File: src/core/tcp_pkg.sv
// Package with register map, fields, reset values and carriers of the prescaled timer/counter
// How it works
// - Counter advances only while the run-control bit is set.
// - Width-select set gives an 8-bit counter, clear gives 16 bits.
// - Source-select set counts pin transitions, clear counts instruction cycles.
// - Edge-select set counts falling pin edges, clear counts rising edges.
// - Bypass set feeds counter directly, clear feeds it through the prescaler.
// - Ratio field 000 divides by 2, each step doubles, 111 divides by 256.
// - Control register resets to all ones.
// - Internal source without prescaler increments once per instruction cycle.
// - A counter write inhibits incrementing for the next two instruction cycles.
// - Pin input is synchronised before counting, adding some delay.
// - Prescaler is an 8-bit counter hidden from software.
// - Counter write clears prescaler count but keeps its assignment.
// - Prescaler assignment may change at any time while counting.
// - Overflow flag sets on wrap FFh to 00h or FFFFh to 0000h.
// - Overflow request is gated by the overflow enable bit.
// - Overflow cannot wake from sleep; counting stops while clocks stop.
// - Low-byte read copies the live high byte into the high buffer.
// - Low-byte write loads the high byte from the buffer in 16-bit mode.
package tcp_pkg;
	localparam logic [11:0] TCP_ADDR_LOW  = 12'h000;
	localparam logic [11:0] TCP_ADDR_HIGH = 12'h004;
	localparam logic [11:0] TCP_ADDR_CTRL = 12'h008;
	localparam logic [11:0] TCP_ADDR_INT  = 12'h00C;
	localparam logic [7:0]  TCP_CTRL_RST  = 8'hFF;
	localparam logic [7:0]  TCP_HIGH_RST  = 8'h00;
	localparam int          TCP_RUN_BIT   = 7;
	localparam int          TCP_W8_BIT    = 6;
	localparam int          TCP_SRC_BIT   = 5;
	localparam int          TCP_EDGE_BIT  = 4;
	localparam int          TCP_BYP_BIT   = 3;
	localparam int          TCP_FLAG_BIT  = 2;
	localparam int          TCP_IEN_BIT   = 5;
	localparam logic [1:0]  TCP_HOLD_CYC  = 2'h2;
	localparam logic [3:0]  TCP_ICYC_DIV  = 4'h4;

	typedef struct packed {
		logic [1:0]  pin_sync;
		logic        pin_last;
		logic [3:0]  div_cnt;
		logic [7:0]  presc;
		logic [15:0] count;
		logic [7:0]  high_buf;
		logic [7:0]  ctrl;
		logic        ovf_flag;
		logic        ovf_en;
		logic [1:0]  hold;
		logic [31:0] prdata;
	} tcp_state_s;
endpackage : tcp_pkg

File: src/core/tcp_timer.sv
// APB timer/counter, 8 or 16 bits, with prescaler, edge select and overflow flag
//
// Decided for this implementation: register access over APB and the register addresses.
`timescale 1ns/100ps
`default_nettype none
module tcp_timer import tcp_pkg::*; #(
	parameter logic [3:0] ICYC_DIV = TCP_ICYC_DIV
) (
	input  wire logic        pclk,
	input  wire logic        presetn,
	input  wire logic        psel,
	input  wire logic        penable,
	input  wire logic        pwrite,
	input  wire logic [11:0] paddr,
	input  wire logic [31:0] pwdata,
	input  wire logic [3:0]  pstrb,
	output logic [31:0]      prdata,
	output logic             pready,
	output logic             pslverr,
	input  wire logic        sleep_mode,
	input  wire logic        ext_count_pin,
	output logic             ovf_irq,
	output logic [15:0]      count_value
);
	tcp_state_s q, d;
	logic acc, wr, rd, icyc, ev, tick, wrap, hit;
	logic [15:0] nxt;

	// Ratio decode: 2^(field+1) events per tick
	function automatic logic [7:0] ratio_max(input logic [2:0] f);
		ratio_max = 8'((9'h002 << f) - 9'h001);
	endfunction : ratio_max

	// Register select
	function automatic logic is_addr(input logic [11:0] a, input logic [11:0] r);
		is_addr = (a == r);
	endfunction : is_addr

	// APB access phase with zero wait states
	assign acc     = psel && penable;
	assign wr      = acc && pwrite && pstrb[0];
	assign rd      = acc && !pwrite;
	assign pready  = 1'b1;
	assign pslverr = acc && !(is_addr(paddr, TCP_ADDR_LOW) || is_addr(paddr, TCP_ADDR_HIGH)
		|| is_addr(paddr, TCP_ADDR_CTRL) || is_addr(paddr, TCP_ADDR_INT));
	assign prdata      = q.prdata;
	assign ovf_irq     = q.ovf_flag && q.ovf_en;
	assign count_value = q.count;

	// Next-state logic
	always_comb begin
		d = q;
		d.pin_sync = {q.pin_sync[0], ext_count_pin};
		d.pin_last = q.pin_sync[1];
		icyc = !sleep_mode && (q.div_cnt == ICYC_DIV - 4'h1);
		d.div_cnt = sleep_mode ? q.div_cnt : (icyc ? 4'h0 : q.div_cnt + 4'h1);
		// Source and edge selection
		if (q.ctrl[TCP_SRC_BIT]) begin
			ev = q.ctrl[TCP_EDGE_BIT] ? (q.pin_last && !q.pin_sync[1])
				: (!q.pin_last && q.pin_sync[1]);
			ev = ev && !sleep_mode;
		end else begin
			ev = icyc;
		end
		ev = ev && q.ctrl[TCP_RUN_BIT];
		// Prescaler counts events only while not bypassed; an assignment change keeps its count
		hit = (q.presc == ratio_max(q.ctrl[2:0]));
		if (q.ctrl[TCP_BYP_BIT]) begin
			tick = ev;
		end else begin
			tick = ev && hit;
			if (ev) begin
				d.presc = hit ? 8'h00 : q.presc + 8'h01;
			end
		end
		// Two-cycle write inhibit counted in instruction cycles
		if (q.hold != 2'h0 && icyc) begin
			d.hold = q.hold - 2'h1;
		end
		tick = tick && (q.hold == 2'h0);
		nxt  = q.count + 16'h0001;
		wrap = 1'b0;
		if (tick) begin
			if (q.ctrl[TCP_W8_BIT]) begin
				d.count[7:0] = nxt[7:0];
				wrap = (q.count[7:0] == 8'hFF);
			end else begin
				d.count = nxt;
				wrap = (q.count == 16'hFFFF);
			end
		end
		// Register writes
		if (wr) begin
			if (is_addr(paddr, TCP_ADDR_LOW)) begin
				d.count[7:0] = pwdata[7:0];
				if (!q.ctrl[TCP_W8_BIT]) begin
					d.count[15:8] = q.high_buf;
				end
				d.presc = 8'h00;
				d.hold  = TCP_HOLD_CYC;
			end
			if (is_addr(paddr, TCP_ADDR_HIGH)) begin
				d.high_buf = pwdata[7:0];
			end
			if (is_addr(paddr, TCP_ADDR_CTRL)) begin
				d.ctrl = pwdata[7:0];
			end
			if (is_addr(paddr, TCP_ADDR_INT)) begin
				d.ovf_en   = pwdata[TCP_IEN_BIT];
				d.ovf_flag = pwdata[TCP_FLAG_BIT];
			end
		end
		if (wrap) begin
			d.ovf_flag = 1'b1; // set wins over clear
		end
		// Read data and high-byte snapshot
		d.prdata = 32'h0000_0000;
		if (rd) begin
			if (is_addr(paddr, TCP_ADDR_LOW)) begin
				d.prdata[7:0] = q.count[7:0];
				d.high_buf    = q.count[15:8];
			end
			if (is_addr(paddr, TCP_ADDR_HIGH)) begin
				d.prdata[7:0] = q.high_buf;
			end
			if (is_addr(paddr, TCP_ADDR_CTRL)) begin
				d.prdata[7:0] = q.ctrl;
			end
			if (is_addr(paddr, TCP_ADDR_INT)) begin
				d.prdata[TCP_IEN_BIT]  = q.ovf_en;
				d.prdata[TCP_FLAG_BIT] = q.ovf_flag;
			end
		end
	end

	// State register
	always_ff @(posedge pclk or negedge presetn) begin
		if (!presetn) begin
			q          <= '0;
			q.ctrl     <= TCP_CTRL_RST;
			q.high_buf <= TCP_HIGH_RST;
		end else begin
			q <= d;
		end
	end

	// Checks
	chk_ctrl_reset: assert property (@(posedge pclk) $rose(presetn) |-> q.ctrl == TCP_CTRL_RST)
		else $error("control not all ones after reset");
	chk_stop_hold: assert property (@(posedge pclk) disable iff (!presetn)
		!q.ctrl[TCP_RUN_BIT] && !wr |=> $stable(q.count))
		else $error("counter moved while stopped");
	chk_ovf_set: assert property (@(posedge pclk) disable iff (!presetn)
		wrap |=> q.ovf_flag)
		else $error("overflow flag not set on wrap");
	chk_flag_sticky: assert property (@(posedge pclk) disable iff (!presetn)
		q.ovf_flag && !(wr && is_addr(paddr, TCP_ADDR_INT)) |=> q.ovf_flag)
		else $error("flag dropped without clear");
	chk_irq_gate: assert property (@(posedge pclk) disable iff (!presetn)
		ovf_irq |-> q.ovf_en && q.ovf_flag)
		else $error("interrupt not gated");
	chk_write_inhibit: assert property (@(posedge pclk) disable iff (!presetn)
		wr && is_addr(paddr, TCP_ADDR_LOW) |=> !tick [*2])
		else $error("increment right after write");
	chk_high_snap: assert property (@(posedge pclk) disable iff (!presetn)
		rd && is_addr(paddr, TCP_ADDR_LOW) |=> q.high_buf == $past(q.count[15:8]))
		else $error("high buffer not captured");
	chk_high_load: assert property (@(posedge pclk) disable iff (!presetn)
		wr && is_addr(paddr, TCP_ADDR_LOW) && !q.ctrl[TCP_W8_BIT]
		|=> q.count[15:8] == $past(q.high_buf))
		else $error("high byte not loaded");
	chk_presc_clear: assert property (@(posedge pclk) disable iff (!presetn)
		wr && is_addr(paddr, TCP_ADDR_LOW) |=> q.presc == 8'h00)
		else $error("prescaler not cleared");
	chk_w8_high: assert property (@(posedge pclk) disable iff (!presetn)
		q.ctrl[TCP_W8_BIT] && !wr |=> $stable(q.count[15:8]))
		else $error("high byte moved in 8-bit mode");

	// Register writes land in the next cycle
	chk_ctrl_write: assert property (@(posedge pclk) disable iff (!presetn)
		wr && is_addr(paddr, TCP_ADDR_CTRL) |=> q.ctrl == $past(pwdata[7:0]))
		else $error("control write lost");

	chk_high_write: assert property (@(posedge pclk) disable iff (!presetn)
		wr && is_addr(paddr, TCP_ADDR_HIGH) |=> q.high_buf == $past(pwdata[7:0]))
		else $error("high buffer write lost");

	chk_low_write: assert property (@(posedge pclk) disable iff (!presetn)
		wr && is_addr(paddr, TCP_ADDR_LOW) |=> q.count[7:0] == $past(pwdata[7:0]))
		else $error("low byte write lost");

	chk_ien_write: assert property (@(posedge pclk) disable iff (!presetn)
		wr && is_addr(paddr, TCP_ADDR_INT) |=> q.ovf_en == $past(pwdata[TCP_IEN_BIT]))
		else $error("overflow enable write lost");

	chk_flag_clear: assert property (@(posedge pclk) disable iff (!presetn)
		wr && is_addr(paddr, TCP_ADDR_INT) && !pwdata[TCP_FLAG_BIT] && !wrap
		|=> !q.ovf_flag)
		else $error("flag clear lost");

	chk_w8_keep: assert property (@(posedge pclk) disable iff (!presetn)
		wr && is_addr(paddr, TCP_ADDR_LOW) && q.ctrl[TCP_W8_BIT] |=> $stable(q.count[15:8]))
		else $error("high byte loaded in 8-bit mode");

	chk_hold_load: assert property (@(posedge pclk) disable iff (!presetn)
		wr && is_addr(paddr, TCP_ADDR_LOW) |=> q.hold == TCP_HOLD_CYC)
		else $error("inhibit not armed");

	chk_refused_wr: assert property (@(posedge pclk) disable iff (!presetn)
		wr && pslverr |=> $stable(q.ctrl) && $stable(q.high_buf) && $stable(q.ovf_en))
		else $error("unmapped write changed state");

	// Read data stands one cycle and is zero otherwise
	chk_prdata_idle: assert property (@(posedge pclk) disable iff (!presetn)
		!rd |=> q.prdata == 32'h0000_0000)
		else $error("read data not idle");

	chk_read_low: assert property (@(posedge pclk) disable iff (!presetn)
		rd && is_addr(paddr, TCP_ADDR_LOW) |=> q.prdata == {24'h00_0000, $past(q.count[7:0])})
		else $error("low byte read wrong");

	chk_read_high: assert property (@(posedge pclk) disable iff (!presetn)
		rd && is_addr(paddr, TCP_ADDR_HIGH) |=> q.prdata == {24'h00_0000, $past(q.high_buf)})
		else $error("high buffer read wrong");

	chk_read_ctrl: assert property (@(posedge pclk) disable iff (!presetn)
		rd && is_addr(paddr, TCP_ADDR_CTRL) |=> q.prdata == {24'h00_0000, $past(q.ctrl)})
		else $error("control read wrong");

	chk_read_flag: assert property (@(posedge pclk) disable iff (!presetn)
		rd && is_addr(paddr, TCP_ADDR_INT) |=> q.prdata[TCP_FLAG_BIT] == $past(q.ovf_flag))
		else $error("flag read wrong");

	chk_read_ien: assert property (@(posedge pclk) disable iff (!presetn)
		rd && is_addr(paddr, TCP_ADDR_INT) |=> q.prdata[TCP_IEN_BIT] == $past(q.ovf_en))
		else $error("enable read wrong");

	chk_refused_rd: assert property (@(posedge pclk) disable iff (!presetn)
		rd && pslverr |=> q.prdata == 32'h0000_0000)
		else $error("unmapped read not zero");

	chk_presc_hidden: assert property (@(posedge pclk) disable iff (!presetn)
		rd |=> q.prdata[31:8] == 24'h00_0000)
		else $error("upper read bits not zero");

	// Instruction-cycle divider and sleep
	chk_div_range: assert property (@(posedge pclk) disable iff (!presetn)
		q.div_cnt < ICYC_DIV)
		else $error("divider out of range");

	chk_icyc_end: assert property (@(posedge pclk) disable iff (!presetn)
		icyc |-> q.div_cnt == ICYC_DIV - 4'h1)
		else $error("instruction cycle early");

	chk_div_step: assert property (@(posedge pclk) disable iff (!presetn)
		!sleep_mode && !icyc |=> q.div_cnt == $past(q.div_cnt) + 4'h1)
		else $error("divider skipped");

	chk_div_wrap: assert property (@(posedge pclk) disable iff (!presetn)
		icyc |=> q.div_cnt == 4'h0)
		else $error("divider did not restart");

	chk_sleep_icyc: assert property (@(posedge pclk) disable iff (!presetn)
		sleep_mode |-> !icyc)
		else $error("instruction cycle in sleep");

	chk_sleep_div: assert property (@(posedge pclk) disable iff (!presetn)
		sleep_mode |=> $stable(q.div_cnt))
		else $error("divider ran in sleep");

	chk_sleep_hold: assert property (@(posedge pclk) disable iff (!presetn)
		sleep_mode && !wr |=> $stable(q.count))
		else $error("counter ran in sleep");

	chk_sleep_tick: assert property (@(posedge pclk) disable iff (!presetn)
		sleep_mode |-> !tick)
		else $error("tick in sleep");

	// Pin path, source and write inhibit
	chk_sync_stage: assert property (@(posedge pclk) disable iff (!presetn)
		1'b1 |=> q.pin_sync[1] == $past(q.pin_sync[0]))
		else $error("synchroniser skipped a stage");

	chk_sync_last: assert property (@(posedge pclk) disable iff (!presetn)
		1'b1 |=> q.pin_last == $past(q.pin_sync[1]))
		else $error("edge history wrong");

	chk_pin_edge: assert property (@(posedge pclk) disable iff (!presetn)
		tick && q.ctrl[TCP_SRC_BIT] |-> q.pin_last != q.pin_sync[1])
		else $error("pin tick without edge");

	chk_edge_pol: assert property (@(posedge pclk) disable iff (!presetn)
		tick && q.ctrl[TCP_SRC_BIT] |-> q.pin_sync[1] == !q.ctrl[TCP_EDGE_BIT])
		else $error("pin tick on wrong edge");

	chk_pin_quiet: assert property (@(posedge pclk) disable iff (!presetn)
		q.ctrl[TCP_SRC_BIT] && q.pin_last == q.pin_sync[1] |-> !tick)
		else $error("pin tick while pin steady");

	chk_int_src: assert property (@(posedge pclk) disable iff (!presetn)
		tick && !q.ctrl[TCP_SRC_BIT] |-> icyc)
		else $error("internal tick off cycle");

	chk_tick_run: assert property (@(posedge pclk) disable iff (!presetn)
		tick |-> q.ctrl[TCP_RUN_BIT])
		else $error("tick while stopped");

	chk_tick_hold: assert property (@(posedge pclk) disable iff (!presetn)
		tick |-> q.hold == 2'h0)
		else $error("tick during inhibit");

	chk_hold_step: assert property (@(posedge pclk) disable iff (!presetn)
		q.hold != 2'h0 && icyc && !wr |=> q.hold == $past(q.hold) - 2'h1)
		else $error("inhibit did not count down");

	chk_hold_keep: assert property (@(posedge pclk) disable iff (!presetn)
		!icyc && !wr |=> $stable(q.hold))
		else $error("inhibit moved off cycle");

	// Prescaler
	chk_byp_presc: assert property (@(posedge pclk) disable iff (!presetn)
		q.ctrl[TCP_BYP_BIT] && !wr |=> $stable(q.presc))
		else $error("prescaler ran while bypassed");

	chk_byp_tick: assert property (@(posedge pclk) disable iff (!presetn)
		q.ctrl[TCP_BYP_BIT] && ev && q.hold == 2'h0 |-> tick)
		else $error("bypassed event lost");

	chk_presc_hit: assert property (@(posedge pclk) disable iff (!presetn)
		tick && !q.ctrl[TCP_BYP_BIT] |-> q.presc == ratio_max(q.ctrl[2:0]))
		else $error("prescaled tick before ratio");

	chk_presc_zero: assert property (@(posedge pclk) disable iff (!presetn)
		tick && !q.ctrl[TCP_BYP_BIT] && !wr |=> q.presc == 8'h00)
		else $error("prescaler did not restart");

	chk_presc_step: assert property (@(posedge pclk) disable iff (!presetn)
		ev && !hit && !q.ctrl[TCP_BYP_BIT] && !wr |=> q.presc == $past(q.presc) + 8'h01)
		else $error("prescaler missed an event");

	chk_presc_idle: assert property (@(posedge pclk) disable iff (!presetn)
		!ev && !wr |=> $stable(q.presc))
		else $error("prescaler moved without event");

	chk_presc_gate: assert property (@(posedge pclk) disable iff (!presetn)
		!q.ctrl[TCP_BYP_BIT] && !hit |-> !tick)
		else $error("prescaler passed early event");

	// Counter and overflow
	chk_inc8: assert property (@(posedge pclk) disable iff (!presetn)
		tick && q.ctrl[TCP_W8_BIT] && !wr |=> q.count[7:0] == $past(q.count[7:0]) + 8'h01)
		else $error("8-bit increment wrong");

	chk_inc16: assert property (@(posedge pclk) disable iff (!presetn)
		tick && !q.ctrl[TCP_W8_BIT] && !wr |=> q.count == $past(q.count) + 16'h0001)
		else $error("16-bit increment wrong");

	chk_wrap8: assert property (@(posedge pclk) disable iff (!presetn)
		tick && q.ctrl[TCP_W8_BIT] && q.count[7:0] == 8'hFF |-> wrap)
		else $error("8-bit wrap missed");

	chk_wrap16: assert property (@(posedge pclk) disable iff (!presetn)
		tick && !q.ctrl[TCP_W8_BIT] && q.count == 16'hFFFF |-> wrap)
		else $error("16-bit wrap missed");

	chk_wrap_tick: assert property (@(posedge pclk) disable iff (!presetn)
		wrap |-> tick)
		else $error("wrap without tick");

	chk_flag_quiet: assert property (@(posedge pclk) disable iff (!presetn)
		!q.ovf_flag && !wrap && !(wr && is_addr(paddr, TCP_ADDR_INT)) |=> !q.ovf_flag)
		else $error("flag set without wrap");

	chk_irq_mask: assert property (@(posedge pclk) disable iff (!presetn)
		!q.ovf_en |-> !ovf_irq)
		else $error("masked interrupt seen");

	chk_count_rest: assert property (@(posedge pclk) disable iff (!presetn)
		!tick && !wr |=> $stable(q.count))
		else $error("counter moved without tick");

	cov_wrap8: cover property (@(posedge pclk) wrap && q.ctrl[TCP_W8_BIT]);
	cov_wrap16: cover property (@(posedge pclk) wrap && !q.ctrl[TCP_W8_BIT]);
	cov_presc_tick: cover property (@(posedge pclk) tick && !q.ctrl[TCP_BYP_BIT]);
	cov_pin_tick: cover property (@(posedge pclk) tick && q.ctrl[TCP_SRC_BIT]);
	cov_presc_clr: cover property (@(posedge pclk)
		wr && is_addr(paddr, TCP_ADDR_LOW) && !q.ctrl[TCP_BYP_BIT]);
endmodule : tcp_timer
`default_nettype wire

File: config.mk
export PLATFORM = sky130hd
export DESIGN_NAME = tcp_timer
export DESIGN_NICKNAME = d
export VERILOG_FILES = /design/src/core/tcp_pkg.sv /design/src/core/tcp_timer.sv
export SDC_FILE = /design/constraint.sdc
export NUM_CORES = 1
export LEC_CHECK = 0
export ABC_CLOCK_PERIOD_IN_PS = 2300
export BUFFER_PORTS_ARGS = -buffer_cell sky130_fd_sc_hd__buf_4
export CORE_MARGIN = 8
export CORE_UTILIZATION = 47
export DETAILED_ROUTE_END_ITERATION = 16
export PLACE_DENSITY = 0.85
export SKIP_CTS_REPAIR_TIMING = 1
export SYNTH_ARGS = -nofsm -noshare
export SYNTH_HDL_FRONTEND = slang
export SYNTH_SLANG_ARGS = --single-unit
File: constraint.sdc
create_clock -name pclk -period 2.3 [get_ports pclk]
set_input_delay 0.345 -clock pclk [delete_from_list [all_inputs] [get_ports pclk]]
set_output_delay 0.345 -clock pclk [all_outputs]
set_load 0.05 [all_outputs]
---- Word level (Yosys, flattened, before mapping) ----
Cells that the tools add are included.
storage, ports and cells
  bits of input ports ..................... 55
  output and inout bits ................... 51
  register bits ........................... 59
  logic and storage cells ................. 82
cells by class
  multiplexer cells ....................... 28
  $add $sub $neg .......................... 5
  reduce and logical (&&, ||, !) cells .... 30
  equality and inequality tests ........... 7
  shift-type cells ........................ 1
operators with widths
  kind                                              number
  two-way mux 8 bit                                 13
  two-way mux 44 bit                                1
  == test 12 x 4 -> 1 bit, second input constant    2
  two-way mux 24 bit                                1
  adder 16 x 1 -> 16 bit, second input constant     1
  == test 16 bit, second input constant             1
  two-way mux 16 bit                                1
  logical AND 1 bit                                 14
  == test 12 x 3 -> 1 bit, second input constant    1
  logical NOT 12 bit                                1
  adder 8 x 1 -> 8 bit, second input constant       1
  == test 8 bit                                     1
  == test 8 bit, second input constant              1
  two-way mux 1 bit                                 8
  left shift 2 x 3 -> 8 bit, first input constant   1
  subtractor 8 x 1 -> 8 bit, second input constant  1
  two-way mux 2 bit                                 3
  AND reduction 2 bit                               3
  nonzero test 2 bit                                3
  logical NOT 1 bit                                 5
  adder 4 x 1 -> 4 bit, second input constant       1
  == test 4 x 2 -> 1 bit, second input constant     1
  two-way mux 4 bit                                 1
  logical OR 1 bit                                  3
  other kinds (2)                                   2

---- Depth between registers and ports, before layout ----
  depth in word-level cells ............... 15
  gate-level depth with buffers ........... 9
  gate-level depth less buffers ........... 8

---- Worst setup path after synthesis ----
Ideal clock, no wire load.
  kind .................................... register to register
  start point ............................. register q[38] (netlist bit)
  end point ............................... register with a tool-made name
  arrival time ............................ 2.442 ns
  required time ........................... 2.232 ns
  setup time .............................. 0.068 ns
  clock period less this slack ............ 2.510 ns
  path buffers ............................ 1
  cell stages (with the launch flop) ...... 9
  path slack .............................. -0.210 ns
  cell sequence ........................... dfstp_2 > clkbuf_1 > nor3_1 > o31ai_1 > a21oi_2 > o41ai_4 > nand4_4 > or3_1 > nand3_1
RTL lines
  what         line             source
  from (decl)  tcp_timer.sv:25  tcp_state_s q, d;

==> flow_summary.toml <==
[hold_path]
hold_class = "input pin to asynchronous set/reset pin"

[critical_path]
required_ps = 2540
timing.reg2reg.setup_slack_ps = -120
critPathMaxFanout = 9
reg2regPathDepth = 9
rr_startpoint = "q[38]"
worstSetupEndpointType = "register"
path_class = "register to register"
cp.arrival_ps = 2650
start_kind = "register"

[layout]
fin_util = 0.557
n_antenna_cell = 0
drive_gt1_frac = 0.304
nets = 486
area_delta_synth_final_pct = 17.4
design_area_um2 = 4210

[logic_synthesis]
synth_top_cell_by_area = "dfrtp_1"
ys_seq_area_frac = 0.414
synth_area_um2 = 3590
ys_top_cells_by_area = "dfrtp_1 (36%), buf_4 (10%), mux2i_1 (6.1%)"
synthFlopType = "dfrtp_1"
synth_most_common_cell = "dfrtp_1"
yosysWarnings = 0
synth_commonest_cells = "dfrtp_1 (51), buf_4 (50), nor2_1 (41), nand2_1 (27), a21oi_1 (24)"
synth_top_area_frac = 0.356
ys_async_sr_fraction = 1.00
ys_ff_latch = 59
avgSynthCellArea_um2 = 9.50
synth_cell_types = 53
synthCells = 378
synth-edff-count = 0

[pwr]
leakage_nw = 2.00
ir_worst_vdd_uv = 333
powerDensity_nw_per_um2 = 552

[global_routing]
grt_start_max_net_pins = 60
grtUsageTotal = 0.167
grt_pass1_vias = 2822
grt_remaining_overflow = 0
grt_pass1_wl_um = 13600
antenna_found_initial = 0

[clocking]
clk_pin_slew_ps = 80
clock_latency_ps = 360
cts_inserted_buffers = 9
cts.path.max_buffers = 2
h-tree-depth = 3
cts.sinks = 59
root_buffer = "clkbuf_8"
cts_tree = "built"

[drt]
vias_per_cell = 5.40
drtPass1Iterations = 5
vias = 2880
drc = 0
first_iter_violations = 123
avgRoutedWirePerCell_um = 16.7
routed_wl_um = 8920
ant_nets = 0

[timing]
setup_viol = 7
setup_ws_ps = -115
rsz0062_at_grt = "true"
hold_ws_ps = 47.4
finalHoldViolCount = 0
setup_tns_ps = -534
slew_headroom = 0.504
skew_ps = 15.4
worst_slew_pin_slew_ps = 745
slew_violations = 0
min_period_ps = 2420
fmax_mhz = 414
finalCritPeriodShare = 1.05

[placement]
postPlaceCellArea_um2 = 3960
dp_hpwl_um = 6470
place.gp.congestion = 0.915
dp_slack_ps = -50.1
portBuffers = 53

[outcome]
outcome = "finished with violations"
violations = "negative setup slack"

[floorplan]
dieArea_um2 = 10700
pin_count = 106
coreArea_um2 = 7570
die_w_um = 103
fp-row-count = 32
die_y_um = 103
initial_core_util = 0.474

[job]
drv_cap = 0
through the flow:
step	total power [mW]	cells
detailed placement	1.40	517
CTS	2.33	532
finish	2.33	533
global placement	1.39	517
floorplan	1.34	401
global route	2.41	533
where the power goes:
part	internal (mW)	leakage (nW)	switching, mW
combinational	0.0961	1.12	0.194
sequential	1.07	0.775	0.0218
clock	0.531	0.105	0.409
logic make-up (layout without fill, tap and decap cells):
logic type / after synthesis / count (layout) / synth area share
xor+xnor: 16 / 16 / 0.0390
other cells: 2 / 25 / 0.00209
fa+ha+maj: 4 / 4 / 0.0139
mux: 33 / 33 / 0.102
compound gates: 58 / 58 / 0.100
simple gates: 140 / 140 / 0.205
buf+inv: 66 / 96 / 0.124
flops: 59 / 59 / 0.414
placed cells by master (no fill, tap or decap), types with 2 or more instances in the layout:
| cell | instances |
|---|---|
| dfstp_2 | 8 |
| nand3b_1 | 2 |
| a31oi_1 | 2 |
| and3_1 | 7 |
| buf_4 | 77 |
| o21ai_1 | 6 |
| mux2i_1 | 22 |
| o211ai_1 | 3 |
| nor3b_1 | 2 |
| o22ai_1 | 2 |
| mux2_2 | 9 |
| conb_1 | 25 |
| nand2b_1 | 6 |
| and2_1 | 5 |
| clkbuf_8 | 14 |
| o21ai_0 | 9 |
| nand4_1 | 9 |
| nor4_1 | 3 |
| a21oi_1 | 22 |
| nand2_2 | 2 |
| inv_1 | 4 |
| mux4_2 | 2 |
| a21oi_2 | 3 |
| nor2b_1 | 4 |
| dfrtp_1 | 51 |
| nand3_2 | 2 |
| nor3_1 | 5 |
| xnor2_1 | 5 |
| xor2_1 | 11 |
| or3_1 | 6 |
| ha_1 | 4 |
| nand2_1 | 25 |
| and4_1 | 2 |
| nor2_1 | 40 |
| nand3_1 | 8 |
metal layers:
| layer | vias to the layer above | share of wire | global-route usage |
|---|---|---|---|
| li1 | 1355 | - | - |
| met2 | 107 | 0.49 | 0.273 |
| met5 | - | 0 | 0 |
| met4 | 0 | 0.027 | 0.0768 |
| met1 | 1392 | 0.40 | 0.197 |
| met3 | 26 | 0.083 | 0.0502 |
how the worst max path moves through the flow:
stage,end,startpoint,cells after the start,slack [ps]
finish,register,q[38],9,-120
global route,register,q[38],9,-170
CTS,register,q[37],7,-110
detailed placement,register,paddr[1],8,-50
global placement,register,q[37],8,-0.08
floorplan,register,q[37],8,-10
worst max-delay path, cell delays in order (launching register included):
cell and delay, ps:
dfstp_2 420, buf_4 150, and3_2 210, o31ai_2 230
a21oi_2 120, o41ai_4 480, nand4_4 270, buf_4 220
o22ai_1 150, a21oi_2 50
cell type report:
class                           count  area (um2)
Inverter                            4        15.0
Clock buffer                       14         193
Multi-Input combinational cell    276        1810
Fill cell                         651        3350
Timing Repair Buffer               77         578
Clock inverter                      1        5.00
Tap cell                          102         128
Sequential cell                    59        1490
Note: power is estimated with default switching activity, not from simulation.
